## config.mk

```make
export PLATFORM = sky130hd
export DESIGN_NAME = ltrs_top
export DESIGN_NICKNAME = d
export VERILOG_FILES = /design/src/common/ltrs_pkg.sv /design/src/rtl/ltrs_sync.sv /design/src/rtl/ltrs_top.sv
export SDC_FILE = /design/constraint.sdc
export NUM_CORES = 1
export LEC_CHECK = 0
export BUFFER_PORTS_ARGS = -buffer_cell sky130_fd_sc_hd__buf_4
export CAP_MARGIN = 20
export CORE_ASPECT_RATIO = 1.4
export CORE_MARGIN = 3
export CORE_UTILIZATION = 30
export DETAILED_ROUTE_END_ITERATION = 6
export GPL_ROUTABILITY_DRIVEN = 0
export MAX_ROUTING_LAYER = met4
export PLACE_DENSITY_LB_ADDON = 0.1
export REMOVE_ABC_BUFFERS = 1
export SYNTH_ARGS = -nofsm -noshare
export SYNTH_HDL_FRONTEND = slang
export SYNTH_HIERARCHICAL = 1
export SYNTH_SLANG_ARGS = --single-unit
```

## constraint.sdc

```tcl
create_clock -name clock -period 2.9 [get_ports clock]
set_clock_uncertainty 0.15 [all_clocks]
set_input_delay 0.29 -clock clock [delete_from_list [all_inputs] [get_ports clock]]
set_output_delay 0.29 -clock clock [all_outputs]
set_load 0.02 [all_outputs]
```

## src/common/ltrs_pkg.sv

```systemverilog
package ltrs_pkg;

	// ----------------------------------------------------------------
	// register map
	// ----------------------------------------------------------------
	localparam logic [3:0] CTRL_OFFSET = 4'h0;
	localparam logic [3:0] STATUS_OFFSET = 4'h4;
	localparam logic [7:0] CTRL_RESET = 8'h00;

	// ----------------------------------------------------------------
	// control field positions
	// ----------------------------------------------------------------
	localparam int RISE_EN_BIT = 0;
	localparam int FALL_EN_BIT = 1;
	localparam int SRC_LSB = 2;
	localparam int SRC_MSB = 4;
	localparam int RISE_EDGE_BIT = 6;
	localparam int FALL_EDGE_BIT = 7;
	localparam logic [7:0] CTRL_WMASK = 8'hDF;

	// ----------------------------------------------------------------
	// timing: timer clock is the instruction clock, system clock / 4
	// ----------------------------------------------------------------
	localparam int TICK_DIV = 4;

	typedef enum logic [2:0] {
		SRC_CAPCOMP = 3'h0,
		SRC_COMP_A = 3'h1,
		SRC_COMP_B = 3'h2,
		SRC_FAULT = 3'h3,
		SRC_OUT_ZERO = 3'h4,
		SRC_OUT_ONE = 3'h5
	} ltrs_src_t;

	typedef struct packed {
		logic fallEdgeSensitive;
		logic riseEdgeSensitive;
		logic unused5;
		logic [2:0] extResetSourceSel;
		logic fallEventResetEn;
		logic riseEventResetEn;
	} ltrs_ctrl_t;

	typedef struct packed {
		logic capcompOutput;
		logic comparatorAOutput;
		logic comparatorBOutput;
		logic outgenFaultInput;
		logic outgenOutputZero;
		logic outgenOutputOne;
	} ltrs_sources_t;

endpackage : ltrs_pkg

```

## src/rtl/ltrs_sync.sv

```systemverilog
`timescale 1ns/1ps
module ltrs_sync #(
	parameter int WIDTH = 6
) (
	// clock and reset
	input wire logic clock,
	input wire logic nrst,
	// data
	input wire logic [WIDTH-1:0] din,
	output logic [WIDTH-1:0] dout
);

	logic [WIDTH-1:0] stage1_ff;
	logic [WIDTH-1:0] stage2_ff;
	logic [WIDTH-1:0] nxt_stage1;
	logic [WIDTH-1:0] nxt_stage2;

	// a zero-width bank would leave the select with nothing to read
	if (WIDTH < 1) begin : g_width_check
		$error("sync width must be at least one");
	end

	always_comb begin
		nxt_stage1 = din;
		nxt_stage2 = stage1_ff;
	end

	always_ff @(posedge clock) begin
		if (!nrst) begin
			stage1_ff <= '0;
			stage2_ff <= '0;
		end else begin
			stage1_ff <= nxt_stage1;
			stage2_ff <= nxt_stage2;
		end
	end

	assign dout = stage2_ff;

endmodule : ltrs_sync

```

## src/rtl/ltrs_top.sv

```systemverilog
`timescale 1ns/1ps
module ltrs_top (
	// clock and reset
	input wire logic clock,
	input wire logic nrst,
	// axi4-lite write address
	input wire logic [3:0] s_axi_awaddr,
	input wire logic s_axi_awvalid,
	output logic s_axi_awready,
	// axi4-lite write data
	input wire logic [31:0] s_axi_wdata,
	input wire logic [3:0] s_axi_wstrb,
	input wire logic s_axi_wvalid,
	output logic s_axi_wready,
	// axi4-lite write response
	output logic [1:0] s_axi_bresp,
	output logic s_axi_bvalid,
	input wire logic s_axi_bready,
	// axi4-lite read address
	input wire logic [3:0] s_axi_araddr,
	input wire logic s_axi_arvalid,
	output logic s_axi_arready,
	// axi4-lite read data
	output logic [31:0] s_axi_rdata,
	output logic [1:0] s_axi_rresp,
	output logic s_axi_rvalid,
	input wire logic s_axi_rready,
	// peripheral reset sources, asynchronous
	input wire ltrs_pkg::ltrs_sources_t sources,
	// timer side
	input wire logic countWriteStrobe,
	output logic timerTick,
	output logic countClear
);

	// ----------------------------------------------------------------
	// state
	// ----------------------------------------------------------------
	ltrs_pkg::ltrs_ctrl_t ctrl_ff, nxt_ctrl;
	logic awHeld_ff, nxt_awHeld;
	logic [3:0] awAddr_ff, nxt_awAddr;
	logic wHeld_ff, nxt_wHeld;
	logic [31:0] wData_ff, nxt_wData;
	logic [3:0] wStrb_ff, nxt_wStrb;
	logic bValid_ff, nxt_bValid;
	logic [1:0] bResp_ff, nxt_bResp;
	logic rValid_ff, nxt_rValid;
	logic [31:0] rData_ff, nxt_rData;
	logic [1:0] rResp_ff, nxt_rResp;
	logic [1:0] div_ff, nxt_div;
	logic prev_ff, nxt_prev;
	logic riseSeen_ff, nxt_riseSeen;
	logic fallSeen_ff, nxt_fallSeen;
	logic clear_ff, nxt_clear;
	logic clearCount_ff, nxt_clearCount;

	ltrs_pkg::ltrs_sources_t srcSync;
	logic selSrc;
	logic tick;
	logic doWrite;
	logic reqRise;
	logic reqFall;

	// ----------------------------------------------------------------
	// source synchroniser and select
	// ----------------------------------------------------------------
	ltrs_sync #(.WIDTH(6)) u_sync (
		.clock(clock),
		.nrst(nrst),
		.din(sources),
		.dout(srcSync)
	);

	always_comb begin
		unique case (ctrl_ff.extResetSourceSel)
			ltrs_pkg::SRC_CAPCOMP: selSrc = srcSync.capcompOutput;
			ltrs_pkg::SRC_COMP_A: selSrc = srcSync.comparatorAOutput;
			ltrs_pkg::SRC_COMP_B: selSrc = srcSync.comparatorBOutput;
			ltrs_pkg::SRC_FAULT: selSrc = srcSync.outgenFaultInput;
			ltrs_pkg::SRC_OUT_ZERO: selSrc = srcSync.outgenOutputZero;
			ltrs_pkg::SRC_OUT_ONE: selSrc = srcSync.outgenOutputOne;
			default: selSrc = 1'b0;
		endcase
	end

	// ----------------------------------------------------------------
	// timer tick and event detection
	// ----------------------------------------------------------------
	assign tick = (div_ff == 2'(ltrs_pkg::TICK_DIV - 1));

	// edges between ticks are latched so a short pulse is not lost
	always_comb begin
		nxt_div = tick ? 2'h0 : div_ff + 2'h1;
		nxt_prev = selSrc;
		reqRise = riseSeen_ff | (selSrc & ~prev_ff);
		reqFall = fallSeen_ff | (~selSrc & prev_ff);
		if (!ctrl_ff.riseEdgeSensitive) begin
			reqRise = selSrc;
		end
		if (!ctrl_ff.fallEdgeSensitive) begin
			reqFall = ~selSrc;
		end
		reqRise = reqRise & ctrl_ff.riseEventResetEn;
		reqFall = reqFall & ctrl_ff.fallEventResetEn;
		// disabled edges are not remembered, so enabling later cannot replay them
		nxt_riseSeen = riseSeen_ff | (selSrc & ~prev_ff & ctrl_ff.riseEventResetEn);
		nxt_fallSeen = fallSeen_ff | (~selSrc & prev_ff & ctrl_ff.fallEventResetEn);
		nxt_clear = 1'b0;
		if (tick) begin
			nxt_riseSeen = 1'b0;
			nxt_fallSeen = 1'b0;
			nxt_clear = (reqRise | reqFall) & ~countWriteStrobe;
		end
		if (countWriteStrobe) begin
			nxt_riseSeen = 1'b0;
			nxt_fallSeen = 1'b0;
		end
	end

	always_ff @(posedge clock) begin
		if (!nrst) begin
			div_ff <= 2'h0;
			prev_ff <= 1'b0;
			riseSeen_ff <= 1'b0;
			fallSeen_ff <= 1'b0;
			clear_ff <= 1'b0;
		end else begin
			div_ff <= nxt_div;
			prev_ff <= nxt_prev;
			riseSeen_ff <= nxt_riseSeen;
			fallSeen_ff <= nxt_fallSeen;
			clear_ff <= nxt_clear;
		end
	end

	// clear goes out with the first tick after the event; clear_ff only reports it
	assign timerTick = tick;
	assign countClear = nxt_clear;

	// ----------------------------------------------------------------
	// axi4-lite slave
	// ----------------------------------------------------------------
	assign doWrite = awHeld_ff & wHeld_ff & ~bValid_ff;

	always_comb begin
		nxt_awHeld = awHeld_ff;
		nxt_awAddr = awAddr_ff;
		nxt_wHeld = wHeld_ff;
		nxt_wData = wData_ff;
		nxt_wStrb = wStrb_ff;
		nxt_bValid = bValid_ff;
		nxt_bResp = bResp_ff;
		nxt_ctrl = ctrl_ff;
		nxt_rValid = rValid_ff;
		nxt_rData = rData_ff;
		nxt_rResp = rResp_ff;
		if (s_axi_awvalid && s_axi_awready) begin
			nxt_awHeld = 1'b1;
			nxt_awAddr = s_axi_awaddr;
		end
		if (s_axi_wvalid && s_axi_wready) begin
			nxt_wHeld = 1'b1;
			nxt_wData = s_axi_wdata;
			nxt_wStrb = s_axi_wstrb;
		end
		if (doWrite) begin
			nxt_awHeld = 1'b0;
			nxt_wHeld = 1'b0;
			nxt_bValid = 1'b1;
			nxt_bResp = 2'h0;
			if (awAddr_ff[3:2] == ltrs_pkg::CTRL_OFFSET[3:2]) begin
				if (wStrb_ff[0]) begin
					nxt_ctrl = ltrs_pkg::ltrs_ctrl_t'(wData_ff[7:0] & ltrs_pkg::CTRL_WMASK);
				end
			end else if (awAddr_ff[3:2] == ltrs_pkg::STATUS_OFFSET[3:2]) begin
				nxt_bResp = 2'h2;
			end else begin
				nxt_bResp = 2'h3;
			end
		end
		if (bValid_ff && s_axi_bready) begin
			nxt_bValid = 1'b0;
		end
		if (s_axi_arvalid && s_axi_arready) begin
			nxt_rValid = 1'b1;
			nxt_rResp = 2'h0;
			nxt_rData = 32'h0000_0000;
			if (s_axi_araddr[3:2] == ltrs_pkg::CTRL_OFFSET[3:2]) begin
				nxt_rData[7:0] = ctrl_ff;
			end else if (s_axi_araddr[3:2] == ltrs_pkg::STATUS_OFFSET[3:2]) begin
				nxt_rData[3:0] = {clear_ff, selSrc, fallSeen_ff, riseSeen_ff};
			end else begin
				nxt_rResp = 2'h3;
			end
		end else if (rValid_ff && s_axi_rready) begin
			nxt_rValid = 1'b0;
		end
	end

	always_ff @(posedge clock) begin
		if (!nrst) begin
			ctrl_ff <= ltrs_pkg::ltrs_ctrl_t'(ltrs_pkg::CTRL_RESET);
			awHeld_ff <= 1'b0;
			awAddr_ff <= 4'h0;
			wHeld_ff <= 1'b0;
			wData_ff <= 32'h0000_0000;
			wStrb_ff <= 4'h0;
			bValid_ff <= 1'b0;
			bResp_ff <= 2'h0;
			rValid_ff <= 1'b0;
			rData_ff <= 32'h0000_0000;
			rResp_ff <= 2'h0;
		end else begin
			ctrl_ff <= nxt_ctrl;
			awHeld_ff <= nxt_awHeld;
			awAddr_ff <= nxt_awAddr;
			wHeld_ff <= nxt_wHeld;
			wData_ff <= nxt_wData;
			wStrb_ff <= nxt_wStrb;
			bValid_ff <= nxt_bValid;
			bResp_ff <= nxt_bResp;
			rValid_ff <= nxt_rValid;
			rData_ff <= nxt_rData;
			rResp_ff <= nxt_rResp;
		end
	end

	assign s_axi_awready = ~awHeld_ff & ~bValid_ff;
	assign s_axi_wready = ~wHeld_ff & ~bValid_ff;
	assign s_axi_bvalid = bValid_ff;
	assign s_axi_bresp = bResp_ff;
	assign s_axi_arready = ~rValid_ff;
	assign s_axi_rvalid = rValid_ff;
	assign s_axi_rdata = rData_ff;
	assign s_axi_rresp = rResp_ff;

	// ----------------------------------------------------------------
	// checks
	// ----------------------------------------------------------------
	a_clear_on_tick: assert property (@(posedge clock) disable iff (!nrst)
		countClear |-> tick)
		else $error("clear outside a timer tick");
	a_write_wins: assert property (@(posedge clock) disable iff (!nrst)
		countWriteStrobe |-> !countClear)
		else $error("clear issued during count write");
	a_reserved_zero: assert property (@(posedge clock) disable iff (!nrst)
		(ctrl_ff.extResetSourceSel[2:1] == 2'h3) |-> !selSrc)
		else $error("reserved select not zero");
	a_rise_disabled: assert property (@(posedge clock) disable iff (!nrst)
		(tick && !ctrl_ff.riseEventResetEn && !ctrl_ff.fallEventResetEn) |=> !clear_ff)
		else $error("clear with both enables off");
	a_level_rise: assert property (@(posedge clock) disable iff (!nrst)
		(tick && ctrl_ff.riseEventResetEn && !ctrl_ff.riseEdgeSensitive && selSrc
		&& !countWriteStrobe) |=> clear_ff)
		else $error("level rise did not clear");
	a_level_fall: assert property (@(posedge clock) disable iff (!nrst)
		(tick && ctrl_ff.fallEventResetEn && !ctrl_ff.fallEdgeSensitive && !selSrc
		&& !countWriteStrobe) |=> clear_ff)
		else $error("level fall did not clear");
	a_edge_fall: assert property (@(posedge clock) disable iff (!nrst)
		(ctrl_ff.fallEventResetEn && ctrl_ff.fallEdgeSensitive
		&& $fell(selSrc) && !tick && !countWriteStrobe) |=> fallSeen_ff)
		else $error("falling edge not latched");
	a_edge_rise: assert property (@(posedge clock) disable iff (!nrst)
		(ctrl_ff.riseEventResetEn && ctrl_ff.riseEdgeSensitive && !ctrl_ff.fallEventResetEn
		&& $rose(selSrc) && !tick && !countWriteStrobe) |=> riseSeen_ff)
		else $error("rising edge not latched");
	a_tick_period: assert property (@(posedge clock) disable iff (!nrst)
		tick |=> !tick ##1 !tick ##1 !tick ##1 tick)
		else $error("tick period not four clocks");

endmodule : ltrs_top

```

==> results.md <==
Status:
- The flow ran to the end, and the final reports show no timing, DRC or antenna violations.

Timing:
- Setup repair after global routing left no endpoint under its margin.
- The shortest clock period the worst path allows after layout is 2320 ps.
- The fraction of the cycle the final worst path needs is 80.0%.
- The worst setup slack after layout is 579 ps.
- The worst hold margin is 50.4 ps.
- Setup violations remaining at the end of the flow were counted as 0.
- The final hold violation count is 0.
- The achievable frequency is 431 MHz.
- The number of pins with negative max-slew slack in the final report is 0.
- For the final routed database, the setup TNS stands at 0 ps.

Global route:
- The first global-routing pass estimated 6100 um of wire.
- Entering global routing, the biggest net connects 33 pins.
- The number of antenna violations at the first check in global routing is 0.
- The number of global-route vias before repair came to 1,289.
- Global routing used 10.6% of the available tracks.
- The aggregate global routing overflow is 0.

Clock network:
- Once the clock tree was built, the resizer swapped 0 gates to a different size.
- TritonCTS built the clock tree.
- The maximum number of buffers from clock root to sink is 2.
- The buffer cell driving the clock tree root is clkbuf_8.
- The number of clock buffers inserted by TritonCTS is 5.
- The latest clock arrival within the worst-skew pair is 290 ps.
- The buffers inserted during post-CTS setup optimization is 0.
- Counting every sink on the clock net gives 49.
- After clock tree synthesis, the clock-pin slew on the worst setup and hold paths is 80 ps.
- The number of H-tree branching levels is 2.
- The number of buffers added to fix hold violations after cts is 0.

Final layout:
- The share of the core filled with cells in the final layout is 37.6%.
- The share of final-layout standard cells stronger than drive strength 1 is 24.0%.
- The area growth from synthesis to layout is 17.8%.
- Leaving out filler cells and counting taps, the final layout contains 334.
- For this run, the post-layout net count is 320.
- The final non-filler cell area is 2400 um^2.
- 0 antenna diodes ended up in the layout.

Synthesis:
- Sorting the synthesized cells by how often they occur yields 49 x dfxtp_1, 30 x nor2_1, 26 x buf_4, 19 x nand2_1.
- Counting flops with a built-in enable in the synthesized netlist gives 0.
- The fraction of the mapped netlist area in adder cells is 0.615%.
- The synthesized netlist devotes 10.6% of its cell area to compound gates.
- In this run the mean area of a mapped cell was 9.34 um^2.
- By area, the combinational part of the netlist is dominated by simple AND/OR/NAND/NOR gates.
- After synthesis, the share of flip-flops with an asynchronous set or reset is 0%.
- Sequential cells were found to cover 48.2% of the synthesized design area.
- The simple-gate area share of the yosys netlist is 19.7%.
- Of all cell types, the one taking the most synthesized area is dfxtp_1.
- In this run the biggest area consumer among cell types represents 48.2% of the synthesized area.
- In this run the cell area of the synthesized design comes to 2040 um^2.
- Multiplexer cells account for 7.99% of the synthesized area.
- Ranked by total cell area, the synthesized netlist is headed by dfxtp_1 48%, buf_4 9.6%, mux2i_1 6.9%, nor2_1 5.5%, nand2_1 3.5%.
- The synthesized design contains 49 register bits.
- During synthesis, Yosys emitted a total of 6 warnings.
- Among all flip-flop cells after synthesis, the most frequent one is dfxtp_1.
- Of the total synthesized cell area, the portion taken by XOR and XNOR cells is 0%.
- After synthesis, the netlist uses 31 different library cells.
- After technology mapping, the gate count stands at 218.
- dfxtp_1 is the most common cell in the netlist.

Floorplan:
- The effective utilization at floorplan is 31.9%.
- The core region is 6380 um^2.
- The die covers 7820 um^2.
- The height of the die is 103 um.
- 101 I/O pins were placed.
- The die span in x is 75.6 um.
- In this run the core area contains 34 standard-cell rows.

Critical path:
- In this run the critical register-to-register path is captured at clear_ff.
- The logic depth of the worst register-to-register path is 5.
- The type of origin of the critical path is a flip-flop.
- The critical path endpoint category is an output port.
- For the worst setup path, the data required time is 2460 ps.
- The worst setup slack for register-to-register paths is 1220 ps.
- Data on the critical path arrives at its endpoint at 1880 ps.
- The path type of the worst setup path is flip-flop to output port.
- In this run the worst path has a maximum fanout of 5.
- The worst register-to-register path begins at ctrl_ff[3].

Placed design:
- The detailed placement HPWL is 2830 um.
- The placement-stage cell area is 2320 um^2.
- The number of placed instances with taps included is 326.
- At the placement stage, the worst setup path has a slack of 886 ps.
- The total of buffers placed on input and output ports is 43.

Routing:
- The per-cell routed wire length is 11.7 um.
- The first routing iteration left 61 violations.
- Summed over all layers, the routed wires come to 3900 um.
- The first TritonRoute pass finished after 4 iterations.
- The via-per-instance ratio is 4.32.
- The detail route stage leaves a number of antenna-violating nets equal to 0.
- The number of remaining DRC errors is 0.
- The total number of vias is 1,442.

Flow run:
- The max-cap violation count is 0.

Worst hold path:
- The hold path startpoint is sources[0].
- The worst hold path passes through 2 cells.
- The worst min-delay path class is input port to flip-flop.
- The hold path endpoint is u_sync/nxt_stage2[0].

Power and ir drop:
- Dividing total power by cell area gives a power density of 521 nW/um^2.
- For this design the static power due to leakage is 1.10 nW.
- Across the VDD grid, the largest voltage drop is 0.286 mV.
- The total power after layout is 1.25 mW.
cell families (layout without fill, tap and decap cells):
kind of cell | Yosys count | in the layout
AO/OA/AOI/OAI | 33 | 33
adder cells (fa/ha/maj) | 1 | 1
buffers and inverters | 39 | 59
flip-flops | 49 | 49
multiplexers | 16 | 16
other | 1 | 25
AND/OR/NAND/NOR | 79 | 79
area by class of cell:
cell class | instances | area [um^2]
Fill cell | 695 | 3980
Multi-Input combinational cell | 154 | 886
Tap cell | 72 | 90.1
Timing Repair Buffer | 45 | 338
Sequential cell | 49 | 981
Clock buffer | 8 | 80.1
Inverter | 6 | 22.5
report_power, final:
group	internal [mW]	switching, mW	total (mW)
sequential	0.700	0.0150	0.715
clock	0.172	0.205	0.376
combinational	0.0629	0.0940	0.157
total	0.934	0.314	1.25
flip-flops by register name (all words and copies together), names as in the netlist:
register / cells
s_axi_rvalid: 1
clear_ff: 1
u_sync/dout: 6
s_axi_rresp: 1
wData_ff: 7
awAddr_ff: 2
riseSeen_ff: 1
u_sync/nxt_stage2: 6
s_axi_bvalid: 1
wStrb_ff: 1
s_axi_rdata: 7
ctrl_ff: 7
awHeld_ff: 1
prev_ff: 1
fallSeen_ff: 1
s_axi_bresp: 2
div_ff: 2
wHeld_ff: 1
how the worst max path moves through the flow:
stage                     from          to  slack, ps  cells after the start
floorplan           ctrl_ff[2]  countClear       1150                      4
detailed placement  ctrl_ff[3]  countClear        890                      6
finish              ctrl_ff[3]  countClear        580                      6
global route        ctrl_ff[3]  countClear        370                      6
global placement    ctrl_ff[3]  countClear        880                      6
CTS                 ctrl_ff[3]  countClear        550                      6
layout by cell type (no fill, tap or decap):
master    count
clkbuf_8      5
and2_1        7
buf_4        45
or2b_1        1
nand3_1       1
nand2_1      19
a31oi_1       1
mux2i_1      14
inv_1         6
conb_1       25
o31ai_1       1
nand2b_1      7
or4b_4        1
a211oi_1      1
o21ai_0       3
o21a_1        2
o32ai_2       1
ha_1          1
nor2_1       30
o311ai_0      1
a21oi_1      14
and2_2        8
nor3_1        3
nand3b_4      1
a22oi_1       7
dfxtp_1      49
clkbuf_1      3
mux2_2        2
o211a_1       1
a21boi_0      1
nor3b_1       1
layer usage:
| layer | routed length, um | track usage, % |
|---|---|---|
| met5 | 0 | - |
| met4 | 73 | 4.44 |
| met3 | 225 | 2.61 |
| met2 | 1860 | 16.2 |
| met1 | 1740 | 13.3 |
critical path, stage by stage (launching register included):
cell and delay, ps:
dfxtp_1 470, mux2i_1 270, nor3_1 70, buf_4 160
o31ai_1 320, a21oi_1 130, buf_4 170
No activity file was read; power rests on OpenSTA's default activity.
